[src/rtl/flash_sig_pkg.sv]
// package for the flash access-time and checksum controller
// assumes one system clock and a wishbone register port
package flash_sig_pkg;

    // register byte offsets
    localparam logic [7:0] off_timing  = 8'h10;
    localparam logic [7:0] off_first   = 8'h20;
    localparam logic [7:0] off_last    = 8'h24;
    localparam logic [7:0] off_status  = 8'h28;
    localparam logic [7:0] off_result  = 8'h2c;
    localparam logic [7:0] off_mask    = 8'h30;

    // field positions
    localparam int tim_lo      = 0;
    localparam int tim_hi      = 1;
    localparam int idx_hi      = 16;
    localparam int go_bit      = 31;
    localparam int fin_bit     = 0;

    // reset values
    localparam logic [1:0]  tim_reset   = 2'h1;
    localparam logic [29:0] cfg_upper_reset = 30'h0;
    localparam logic [16:0] idx_reset   = 17'h0;

    // self-timed array read, ns, and derived cycles (least time: round up)
    localparam int clk_period_ps   = 5000;
    localparam int self_read_ns    = 20;
    localparam int self_read_cyc   =
        (self_read_ns * 1000 + clk_period_ps - 1) / clk_period_ps;
    localparam logic [3:0] self_read_cnt = 4'(self_read_cyc);

    // flash array data: 32 corrected bits plus parity and check bits
    localparam int ecc_w = 6;

    typedef struct packed {
        logic [31:0] data;
        logic [ecc_w-1:0] ecc;
    } flash_word_s;

    typedef struct packed {
        logic        cyc;
        logic        stb;
        logic        we;
        logic [7:0]  adr;
        logic [3:0]  sel;
        logic [31:0] dat;
    } wb_req_s;

    typedef enum logic [1:0] {
        sig_idle,
        sig_addr,
        sig_wait
    } sig_state_e;

endpackage

[src/rtl/flash_misr.sv]
// 32-bit multiple-input signature register step
// assumes the caller holds enable for one cycle per flash word
`timescale 1ns/1ps
`default_nettype none
module flash_misr
(
    // clock and reset
    input  wire logic        sys_clk,
    input  wire logic        rst,
    // control
    input  wire logic        clear,
    input  wire logic        enable,
    input  wire logic [31:0] word,
    // result
    output logic [31:0]      result_value
);
    typedef struct packed {
        logic [31:0] sign;
    } misr_s;

    misr_s st;
    misr_s next_st;

    always_comb
    begin
        next_st = st;
        if (clear)
        begin
            next_st.sign = 32'h0;
        end
        else if (enable)
        begin
            next_st.sign[30:0] = word[30:0] ^ st.sign[31:1];
            next_st.sign[31] = word[31] ^ st.sign[0] ^ st.sign[10]
                             ^ st.sign[30] ^ st.sign[31];
        end
    end

    always_ff @(posedge sys_clk or posedge rst)
    begin
        if (rst)
            st <= '{sign: 32'h0};
        else
            st <= next_st;
    end

    assign result_value = st.sign;
endmodule
`default_nettype wire

[src/rtl/flash_bus_wait.sv]
// wait-state inserter for processor reads of the flash array
// assumes a request held until ready; hold forces ready low
`timescale 1ns/1ps
`default_nettype none
module flash_bus_wait
(
    // clock and reset
    input  wire logic       sys_clk,
    input  wire logic       rst,
    // control
    input  wire logic [1:0] access_cycles,
    input  wire logic       hold,
    // processor flash read
    input  wire logic       rd_req,
    output logic            rd_ready
);
    typedef struct packed {
        logic [1:0] cnt;
        logic       busy;
        logic       rdy;
    } wait_s;

    wait_s st;
    wait_s next_st;

    always_comb
    begin
        next_st = st;
        next_st.rdy = 1'b0;
        if (!rd_req || hold)
        begin
            // stalled while the checksum owns the array
            next_st.busy = 1'b0;
            next_st.cnt = 2'h0;
        end
        else if (st.rdy)
        begin
            next_st.busy = 1'b0;
        end
        else if (!st.busy)
        begin
            next_st.busy = 1'b1;
            next_st.cnt = access_cycles;
            next_st.rdy = (access_cycles == 2'h0);
            if (access_cycles == 2'h0)
                next_st.busy = 1'b0;
        end
        else if (st.cnt == 2'h1)
        begin
            next_st.rdy = 1'b1;
            next_st.busy = 1'b0;
        end
        else
        begin
            next_st.cnt = st.cnt - 2'h1;
        end
    end

    always_ff @(posedge sys_clk or posedge rst)
    begin
        if (rst)
            st <= '{cnt: 2'h0, busy: 1'b0, rdy: 1'b0};
        else
            st <= next_st;
    end

    assign rd_ready = st.rdy;
endmodule
`default_nettype wire

[src/rtl/flash_sig_ctrl.sv]
// flash access-time setting and embedded checksum generator
// assumes a flash array that answers a read after self_read_cnt cycles
`timescale 1ns/1ps
`default_nettype none
module flash_sig_ctrl
(
    // clock and reset
    input  wire logic        sys_clk,
    input  wire logic        rst,
    // wishbone slave
    input  wire logic        wb_cyc_i,
    input  wire logic        wb_stb_i,
    input  wire logic        wb_we_i,
    input  wire logic [7:0]  wb_adr_i,
    input  wire logic [3:0]  wb_sel_i,
    input  wire logic [31:0] wb_dat_i,
    output logic [31:0]      wb_dat_o,
    output logic             wb_ack_o,
    // processor flash read wait control
    input  wire logic        cpu_flash_rd,
    output logic             cpu_flash_ready,
    // array read port for the checksum walk
    output logic             sig_rd,
    output logic [16:0]      sig_word_addr,
    input  wire logic [31:0] sig_rd_data,
    input  wire logic [5:0]  sig_rd_ecc,
    // configuration and interrupt
    output logic [1:0]       access_cycles,
    output logic             irq
);
    typedef struct packed {
        logic [29:0]                   cfg_upper;
        logic [1:0]                    tim;
        logic [16:0]                   first;
        logic [16:0]                   last;
        logic                          go;
        logic                          fin;
        logic                          mask;
        logic [16:0]                   addr;
        logic [3:0]                    wcnt;
        flash_sig_pkg::sig_state_e     fsm;
        logic                          ack;
        logic [31:0]                   rdat;
        logic                          irq;
        logic                          sig_rd;
        logic                          misr_clr;
        logic                          misr_en;
        logic [31:0]                   fold;
    } ctrl_s;

    ctrl_s st;
    ctrl_s next_st;
    flash_sig_pkg::wb_req_s req;
    flash_sig_pkg::flash_word_s fw;
    logic [31:0] result_value;
    logic        stall_ready;

    function automatic logic [31:0] merge
    (
        input logic [31:0] old,
        input logic [31:0] nw,
        input logic [3:0]  sel
    );
        logic [31:0] r;
        r = old;
        for (int i = 0; i < 4; i++)
        begin
            if (sel[i])
                r[i*8 +: 8] = nw[i*8 +: 8];
        end
        return r;
    endfunction

    assign req = '{cyc: wb_cyc_i, stb: wb_stb_i, we: wb_we_i,
                   adr: wb_adr_i, sel: wb_sel_i, dat: wb_dat_i};
    assign fw = '{data: sig_rd_data, ecc: sig_rd_ecc};

    always_comb
    begin
        logic [31:0] w;
        logic        take;
        logic        fin_set;
        w = 32'h0;
        take = req.cyc && req.stb && !st.ack;
        fin_set = 1'b0;
        next_st = st;
        next_st.ack = take;
        next_st.misr_clr = 1'b0;
        next_st.misr_en = 1'b0;
        next_st.sig_rd = 1'b0;

        // checksum walk, needs no software once started
        unique case (st.fsm)
            flash_sig_pkg::sig_idle:
            begin
                if (st.go)
                begin
                    next_st.addr = st.first;
                    next_st.misr_clr = 1'b1;
                    next_st.fsm = flash_sig_pkg::sig_addr;
                end
            end
            flash_sig_pkg::sig_addr:
            begin
                next_st.sig_rd = 1'b1;
                next_st.wcnt = flash_sig_pkg::self_read_cnt;
                next_st.fsm = flash_sig_pkg::sig_wait;
            end
            flash_sig_pkg::sig_wait:
            begin
                if (st.wcnt > 4'h1)
                begin
                    next_st.wcnt = st.wcnt - 4'h1;
                end
                else
                begin
                    // parity and check bits folded into the low bits
                    next_st.fold = fw.data
                        ^ {26'h0, fw.ecc};
                    next_st.misr_en = 1'b1;
                    if (st.addr >= st.last)
                    begin
                        next_st.go = 1'b0;
                        fin_set = 1'b1;
                        next_st.fsm = flash_sig_pkg::sig_idle;
                    end
                    else
                    begin
                        next_st.addr = st.addr + 17'h1;
                        next_st.fsm = flash_sig_pkg::sig_addr;
                    end
                end
            end
        endcase

        if (take)
        begin
            unique case (req.adr)
                flash_sig_pkg::off_timing:
                    w = {st.cfg_upper, st.tim};
                flash_sig_pkg::off_first:
                    w = {15'h0, st.first};
                flash_sig_pkg::off_last:
                    w = {st.go, 14'h0, st.last};
                flash_sig_pkg::off_status:
                    w = {31'h0, st.fin};
                flash_sig_pkg::off_result:
                    w = result_value;
                flash_sig_pkg::off_mask:
                    w = {31'h0, st.mask};
                default:
                    w = 32'h0;
            endcase
            next_st.rdat = w;
            if (req.we)
            begin
                w = merge(w, req.dat, req.sel);
                unique case (req.adr)
                    flash_sig_pkg::off_timing:
                    begin
                        // upper bits kept as software writes them back
                        next_st.cfg_upper = w[31:2];
                        next_st.tim = w[flash_sig_pkg::tim_hi:
                                        flash_sig_pkg::tim_lo];
                    end
                    flash_sig_pkg::off_first:
                        // writes ignored while walking
                        if (!st.go)
                            next_st.first = w[flash_sig_pkg::idx_hi:0];
                    flash_sig_pkg::off_last:
                        if (!st.go)
                        begin
                            next_st.last = w[flash_sig_pkg::idx_hi:0];
                            next_st.go = w[flash_sig_pkg::go_bit];
                        end
                    flash_sig_pkg::off_status:
                        if (w[flash_sig_pkg::fin_bit])
                            next_st.fin = 1'b0;
                    flash_sig_pkg::off_mask:
                        next_st.mask = w[0];
                    default:
                    begin
                    end
                endcase
            end
        end

        // set wins over a same-cycle clear
        if (fin_set)
            next_st.fin = 1'b1;
        next_st.irq = next_st.fin && next_st.mask;
    end

    always_ff @(posedge sys_clk or posedge rst)
    begin
        if (rst)
        begin
            st <= '0;
            st.tim <= flash_sig_pkg::tim_reset;
            st.cfg_upper <= flash_sig_pkg::cfg_upper_reset;
            st.first <= flash_sig_pkg::idx_reset;
            st.last <= flash_sig_pkg::idx_reset;
            st.fsm <= flash_sig_pkg::sig_idle;
        end
        else
        begin
            st <= next_st;
        end
    end

    flash_misr u_misr
    (
        .sys_clk      (sys_clk),
        .rst          (rst),
        .clear        (st.misr_clr),
        .enable       (st.misr_en),
        .word         (st.fold),
        .result_value (result_value)
    );

    flash_bus_wait u_wait
    (
        .sys_clk       (sys_clk),
        .rst           (rst),
        .access_cycles (st.tim),
        .hold          (st.go),
        .rd_req        (cpu_flash_rd),
        .rd_ready      (stall_ready)
    );

    assign wb_dat_o = st.rdat;
    assign wb_ack_o = st.ack;
    assign cpu_flash_ready = stall_ready;
    assign sig_rd = st.sig_rd;
    assign sig_word_addr = st.addr;
    assign access_cycles = st.tim;
    assign irq = st.irq;
endmodule
`default_nettype wire

[config.mk]
export PLATFORM = sky130hd
export DESIGN_NAME = flash_sig_ctrl
export DESIGN_NICKNAME = d
export VERILOG_FILES = /design/src/rtl/flash_sig_pkg.sv /design/src/rtl/flash_misr.sv /design/src/rtl/flash_bus_wait.sv /design/src/rtl/flash_sig_ctrl.sv
export SDC_FILE = /design/constraint.sdc
export NUM_CORES = 1
export LEC_CHECK = 0
export BUFFER_PORTS_ARGS = -buffer_cell sky130_fd_sc_hd__buf_4
export CAP_MARGIN = 30
export CELL_PAD_IN_SITES_DETAIL_PLACEMENT = 1
export CELL_PAD_IN_SITES_GLOBAL_PLACEMENT = 2
export CORE_ASPECT_RATIO = 1.1
export CORE_MARGIN = 1
export CORE_UTILIZATION = 36
export CTS_CLUSTER_DIAMETER = 200
export CTS_CLUSTER_SIZE = 10
export DETAILED_ROUTE_END_ITERATION = 10
export GPL_ROUTABILITY_DRIVEN = 0
export GPL_TIMING_DRIVEN = 0
export PLACE_DENSITY = 0.79
export REMOVE_ABC_BUFFERS = 1
export SYNTH_ARGS = -nofsm -noshare
export SYNTH_HDL_FRONTEND = slang
export SYNTH_SLANG_ARGS = --single-unit
[constraint.sdc]
create_clock -name sys_clk -period 8.14 [get_ports sys_clk]
set_clock_uncertainty 0.1 [all_clocks]
set_input_delay 0.814 -clock sys_clk [delete_from_list [all_inputs] [get_ports sys_clk]]
set_output_delay 0.814 -clock sys_clk [all_outputs]
set_load 0.03 [all_outputs]
* After elaboration in Yosys (flattened, before gate mapping)
Cells that the tools add are included.
** Storage, ports and cells
- Output and inout bits :: 55
- Register bits :: 197
- Word-level logic and storage cells :: 115
- Bits of input ports :: 88
** Cells by class
- Equality and inequality tests :: 15
- Reduce and logical (&&, ||, !) cells :: 19
- Order comparisons :: 2
- $add $sub $neg :: 3
- Multiplexer cells :: 47
- Bitwise gates (word level) :: 8
** Operators by type and width (count)
- one-hot mux 32 bit (6 select lines) :: 1
- 2-to-1 mux 33 bit :: 2
- 2-to-1 mux 32 bit :: 2
- 2-to-1 mux 17 bit :: 3
- 2-to-1 mux 8 bit :: 6
- == test 8 x 6 -> 1 bit, second input constant :: 5
- one-hot mux 17 bit (2 select lines) :: 1
- XOR 32 x 6 -> 32 bit :: 1
- XOR 31 bit :: 1
- 2-to-1 mux 1 bit :: 20
- adder 17 x 1 -> 17 bit, second input constant :: 1
- >= comparator 17 bit :: 1
- AND reduction 4 bit :: 3
- 2-to-1 mux 2 bit :: 5
- != test 2 bit, second input constant :: 5
- 2-to-1 mux 3 bit :: 3
- == test 8 x 5 -> 1 bit, second input constant :: 1
- 2-to-1 mux 4 bit :: 2
- one-hot mux 4 bit (2 select lines) :: 1
- AND reduction 2 bit :: 4
- one-hot mux 2 bit (3 select lines) :: 1
- nonzero test 2 bit :: 3
- == test 2 x 1 -> 1 bit, second input constant :: 2
- greater-than comparator 4 x 1 -> 1 bit, second input constant :: 1
- other kinds (11) :: 19

* Logic depth before layout (Yosys ltp)
- Depth in word-level cells :: 11
- Depth in mapped cells :: 10
- Depth with buffers taken out :: 8

* Modules after synthesis
Synthesis repeated with hierarchy kept, for this count alone.
** Second synthesis, totals
- Cells, all modules :: 1033
- Area total of the unflattened synthesis :: 9974.6 sq um
** By module, submodules not included
- flash_sig_ctrl :: area each 8232.9 sq um, cells an instance 867, times used 1, sequential area each 4030.1 sq um
- flash_misr :: area each 1521.5 sq um, cells an instance 144, times used 1, sequential area each 800.8 sq um
- flash_bus_wait :: area each 220.2 sq um, cells an instance 22, times used 1, sequential area each 100.1 sq um

* Worst setup path after synthesis
Ideal clock, no wire load.
- Kind :: input-to-reg
- Start :: in wb_adr_i[1]
- End :: reg st[146] in the netlist's numbering
- Setup time :: 125 ps
- Required time :: 7915 ps
- Path buffers :: 1
- Data arrival time :: 2542 ps
- Slack :: 5373 ps
- Cell stages on the path :: 7
- Path through :: or4_4 -> or3_4 -> nor2b_1 -> buf_4 -> and2b_2 -> nand2_4 -> mux2_4
** Between the ends
- Word-level cells in the longest chain between the ends :: 3
- Elaborated cells between the ends (all ways) :: 9
- Those cells by class :: eq/ne: 6; mux: 2; reduce/logical: 1
** RTL lines
- from (decl) :: line flash_sig_ctrl.sv:14 : input wire logic [7:0] wb_adr_i,
- == test 8 x 6 -> 1 bit / == test 8 x 5 -> 1 bit (equally long branches) :: line flash_sig_ctrl.sv:138, flash_sig_ctrl.sv:158
- one-hot mux 32 bit (6 select lines) :: line flash_sig_ctrl.sv:138 : unique case (req.adr)
- 2-to-1 mux 8 bit :: line flash_sig_ctrl.sv:68 : if (sel[i])
- to (signal assigned) :: line flash_sig_ctrl.sv:207 : st <= next_st;
- to (decl) :: line flash_sig_ctrl.sv:51 : ctrl_s st;
Parallel ways exist; a longest one is shown, timed or not.
A chain may end at the register's enable or synchronous reset.

* Worst setup path after layout
- Start :: in wb_cyc_i
- End :: reg st[103] in the netlist's numbering
** Between the ends
- Word-level cells in the longest chain between the ends :: 3
** RTL lines
- from (decl) :: line flash_sig_ctrl.sv:11 : input wire logic wb_cyc_i,
- logical AND 1 bit (2 in a row) :: line flash_sig_ctrl.sv:84 : take = req.cyc && req.stb && !st.ack;
- AND reduction 4 bit (no line)
No other way between the ends.

==> impl_metrics.tcl <==
set metrics [dict create \
    synth_ff_type "dfrtp_1" \
    path_clk_slew_ps 80 \
    hold_violations 0 \
    critPathCapture "st[103]" \
    syn2layout_area_growth_pct 17.52 \
    startpoint "wb_cyc_i" \
    setup.reg_to_reg.worst_slack_ps 4520 \
    yosysWarnings 0 \
    drc 0 \
    crit-reg2reg-launch "wb_ack_o" \
    hpwlAfterDp_um 19360 \
    diodes 0 \
    clock_path_buffers 2 \
    rsz0062_at_grt "false" \
    core_um2 27040 \
    finalWirelength_um 28200 \
    ios 143 \
    status "completed" \
    max_freq_mhz 263.9 \
    dr.first_iter.drc_count 306 \
    min-delay-path-class "input pin to asynchronous set/reset pin" \
    synth_cells 1018 \
    grt_pass1_wl_um 45680 \
    cts_resized 0 \
    start_kind "input pin" \
    hold_ws_ps 334.1 \
    r2r-end "st[103]" \
    avgSynthCellArea_um2 9.754 \
    drive_above_1_share_pct 20.33 \
    tritoncts "yes" \
    final_common_cell "nand2_1" \
    clock_latency_ps 450 \
    grt_overflow 0 \
    slew_headroom_pct 35.80 \
    ff2ff_path_depth 7 \
    numCtsBuffers 17 \
    grt_use_total_pct 21.08 \
    p_per_area_nw_per_um2 214.1 \
    setup-violations-final 0 \
    dieArea_um2 28250 \
    fin_crit_ps 3790 \
    chipHeight_um 176.2 \
    drv_cap 0 \
    mostFrequentLayoutCells "nand2_1, dfrtp_1, buf_4, nor2_1, mux2i_1" \
    ys_ff_latch 197 \
    port_buffers 142 \
    finalMaxSlewViolations 0 \
    post_cts_buffers 0 \
    num_rows 63 \
    synth_seq_area_share_pct 49.66 \
    ant_nets 0 \
    grt_max_degree 111 \
    wl_per_cell_um 19.39 \
    nNetsFinal 1193 \
    crit_fanout 35 \
    synthArstFlopShare_pct 100.0 \
    p_leak_nw 5.430 \
    period_share_pct 46.56 \
    path_class "input pin to register" \
    cts_root_buf "clkbuf_16" \
    synthesis.area_um2 9930 \
    arrival_ps 4060 \
    drtPass1Iterations 4 \
    vias_per_cell 5.176 \
    grt_pass1_vias 8046 \
    vias 7526 \
    die_x_um 160.4 \
    synth_edf_count 0 \
    antenna_found_initial 0 \
    synth_cell_types 68 \
    worst_pin_slew_ps 960.6 \
    ctsHoldBuffers 0 \
    tns_ps 0 \
    cp.required_ps 8410 \
    initial_core_util_pct 36.73 \
    endpoint_kind "register" \
    ir_drop_mv 0.1403 \
    clock_sinks 197 \
    htree_levels 4 \
]
critical path: stages:
cell,delay [ps]
buf_4,110
nand2_1,50
or2_2,680
clkinv_2,820
nand2_1,520
or4_1,630
buf_8,250
nand2_1,70
o21ai_1,70
through the flow:
step | worst slack [ps] | total power [mW] | cell area (um^2) | instances | util, %
2_1_floorplan | 1859 | 1.442 | 9309 | 912 | -
3_3_place_gp | -870.8 | 1.607 | 10820 | 1411 | 40.03
3_5_place_dp | 3737 | 1.625 | 11050 | 1422 | 40.88
4_1_cts | 4210 | 2.532 | 11670 | 1454 | 43.16
5_1_grt | 4027 | 2.624 | 11670 | 1454 | 43.16
6_report | 4350 | 2.498 | 11670 | 1454 | 43.16
flip-flops by register name (all words and copies together) (netlist names):
name / flops
u_wait.rd_ready: 1
irq: 1
access_cycles: 2
sig_word_addr: 17
st: 107
sig_rd: 1
wb_dat_o: 32
u_misr.result_value: 32
wb_ack_o: 1
u_wait.st: 3
synthesized netlist by cell type, drive strengths merged (6+ instances only):
master / count / area share, %
nor2: 73 / 2.8
o311ai: 8 / 0.71
o22ai: 16 / 1.0
a21oi: 10 / 0.50
nand2: 204 / 7.9
clkbuf: 40 / 1.5
buf: 66 / 4.7
o21ai: 58 / 2.9
nand3: 23 / 1.2
mux2i: 54 / 5.4
nand2b: 6 / 0.38
inv: 41 / 1.5
o31ai: 7 / 0.53
a22oi: 19 / 1.4
nor3: 7 / 0.35
mux2: 15 / 2.2
a221oi: 14 / 1.2
ha: 21 / 2.6
xnor2: 39 / 3.4
dfrtp: 196 / 49
a211oi: 34 / 2.6
final cells by class:
cell class | instances | area (um^2)
flip-flops and latches | 197 | 4932
well taps | 357 | 446.7
repair buffers | 153 | 1270
inverters | 43 | 170.2
multi-input cells | 672 | 4234
clock inverters | 15 | 190.2
fillers | 3041 | 15370
clock buffers | 17 | 425.4
logic make-up after synthesis:
kind of cell | after synthesis | share of synthesized area [%]
DFF | 197 | 49.66
and+or+nand+nor | 346 | 15.03
muxes | 69 | 7.674
adders and majority gates | 21 | 2.646
buffers and inverters | 149 | 7.875
AOI/OAI and AO/OA | 195 | 13.50
xor gates and xnor gates | 41 | 3.616
per-layer routing:
layer	up-vias	track usage, %	wire length [um]
li1	3596	-	-
met1	3785	27.21	12790
met2	122	36.39	14260
met3	23	3.289	757
met4	0	6.310	388
met5	-	0	0
how the worst min path moves through the flow:
stage | startpoint | endpoint | slack (ps)
after floorplan | st[131] | st[131] | 350
after global placement | wb_dat_o[4] | wb_dat_o[4] | 360
after detailed placement | wb_dat_o[4] | wb_dat_o[4] | 370
after CTS | rst | u_misr.result_value[0] | 380
after global routing | rst | wb_ack_o | 400
final | rst | wb_dat_o[0] | 330
report_power, final:
| group | total [mW] | switching (mW) | internal [mW] |
|---|---|---|---|
| registers | 1.17 | 0.103 | 1.07 |
| logic | 0.427 | 0.233 | 0.195 |
| clock network | 0.896 | 0.428 | 0.468 |
Power figures use the tool's default switching activity.
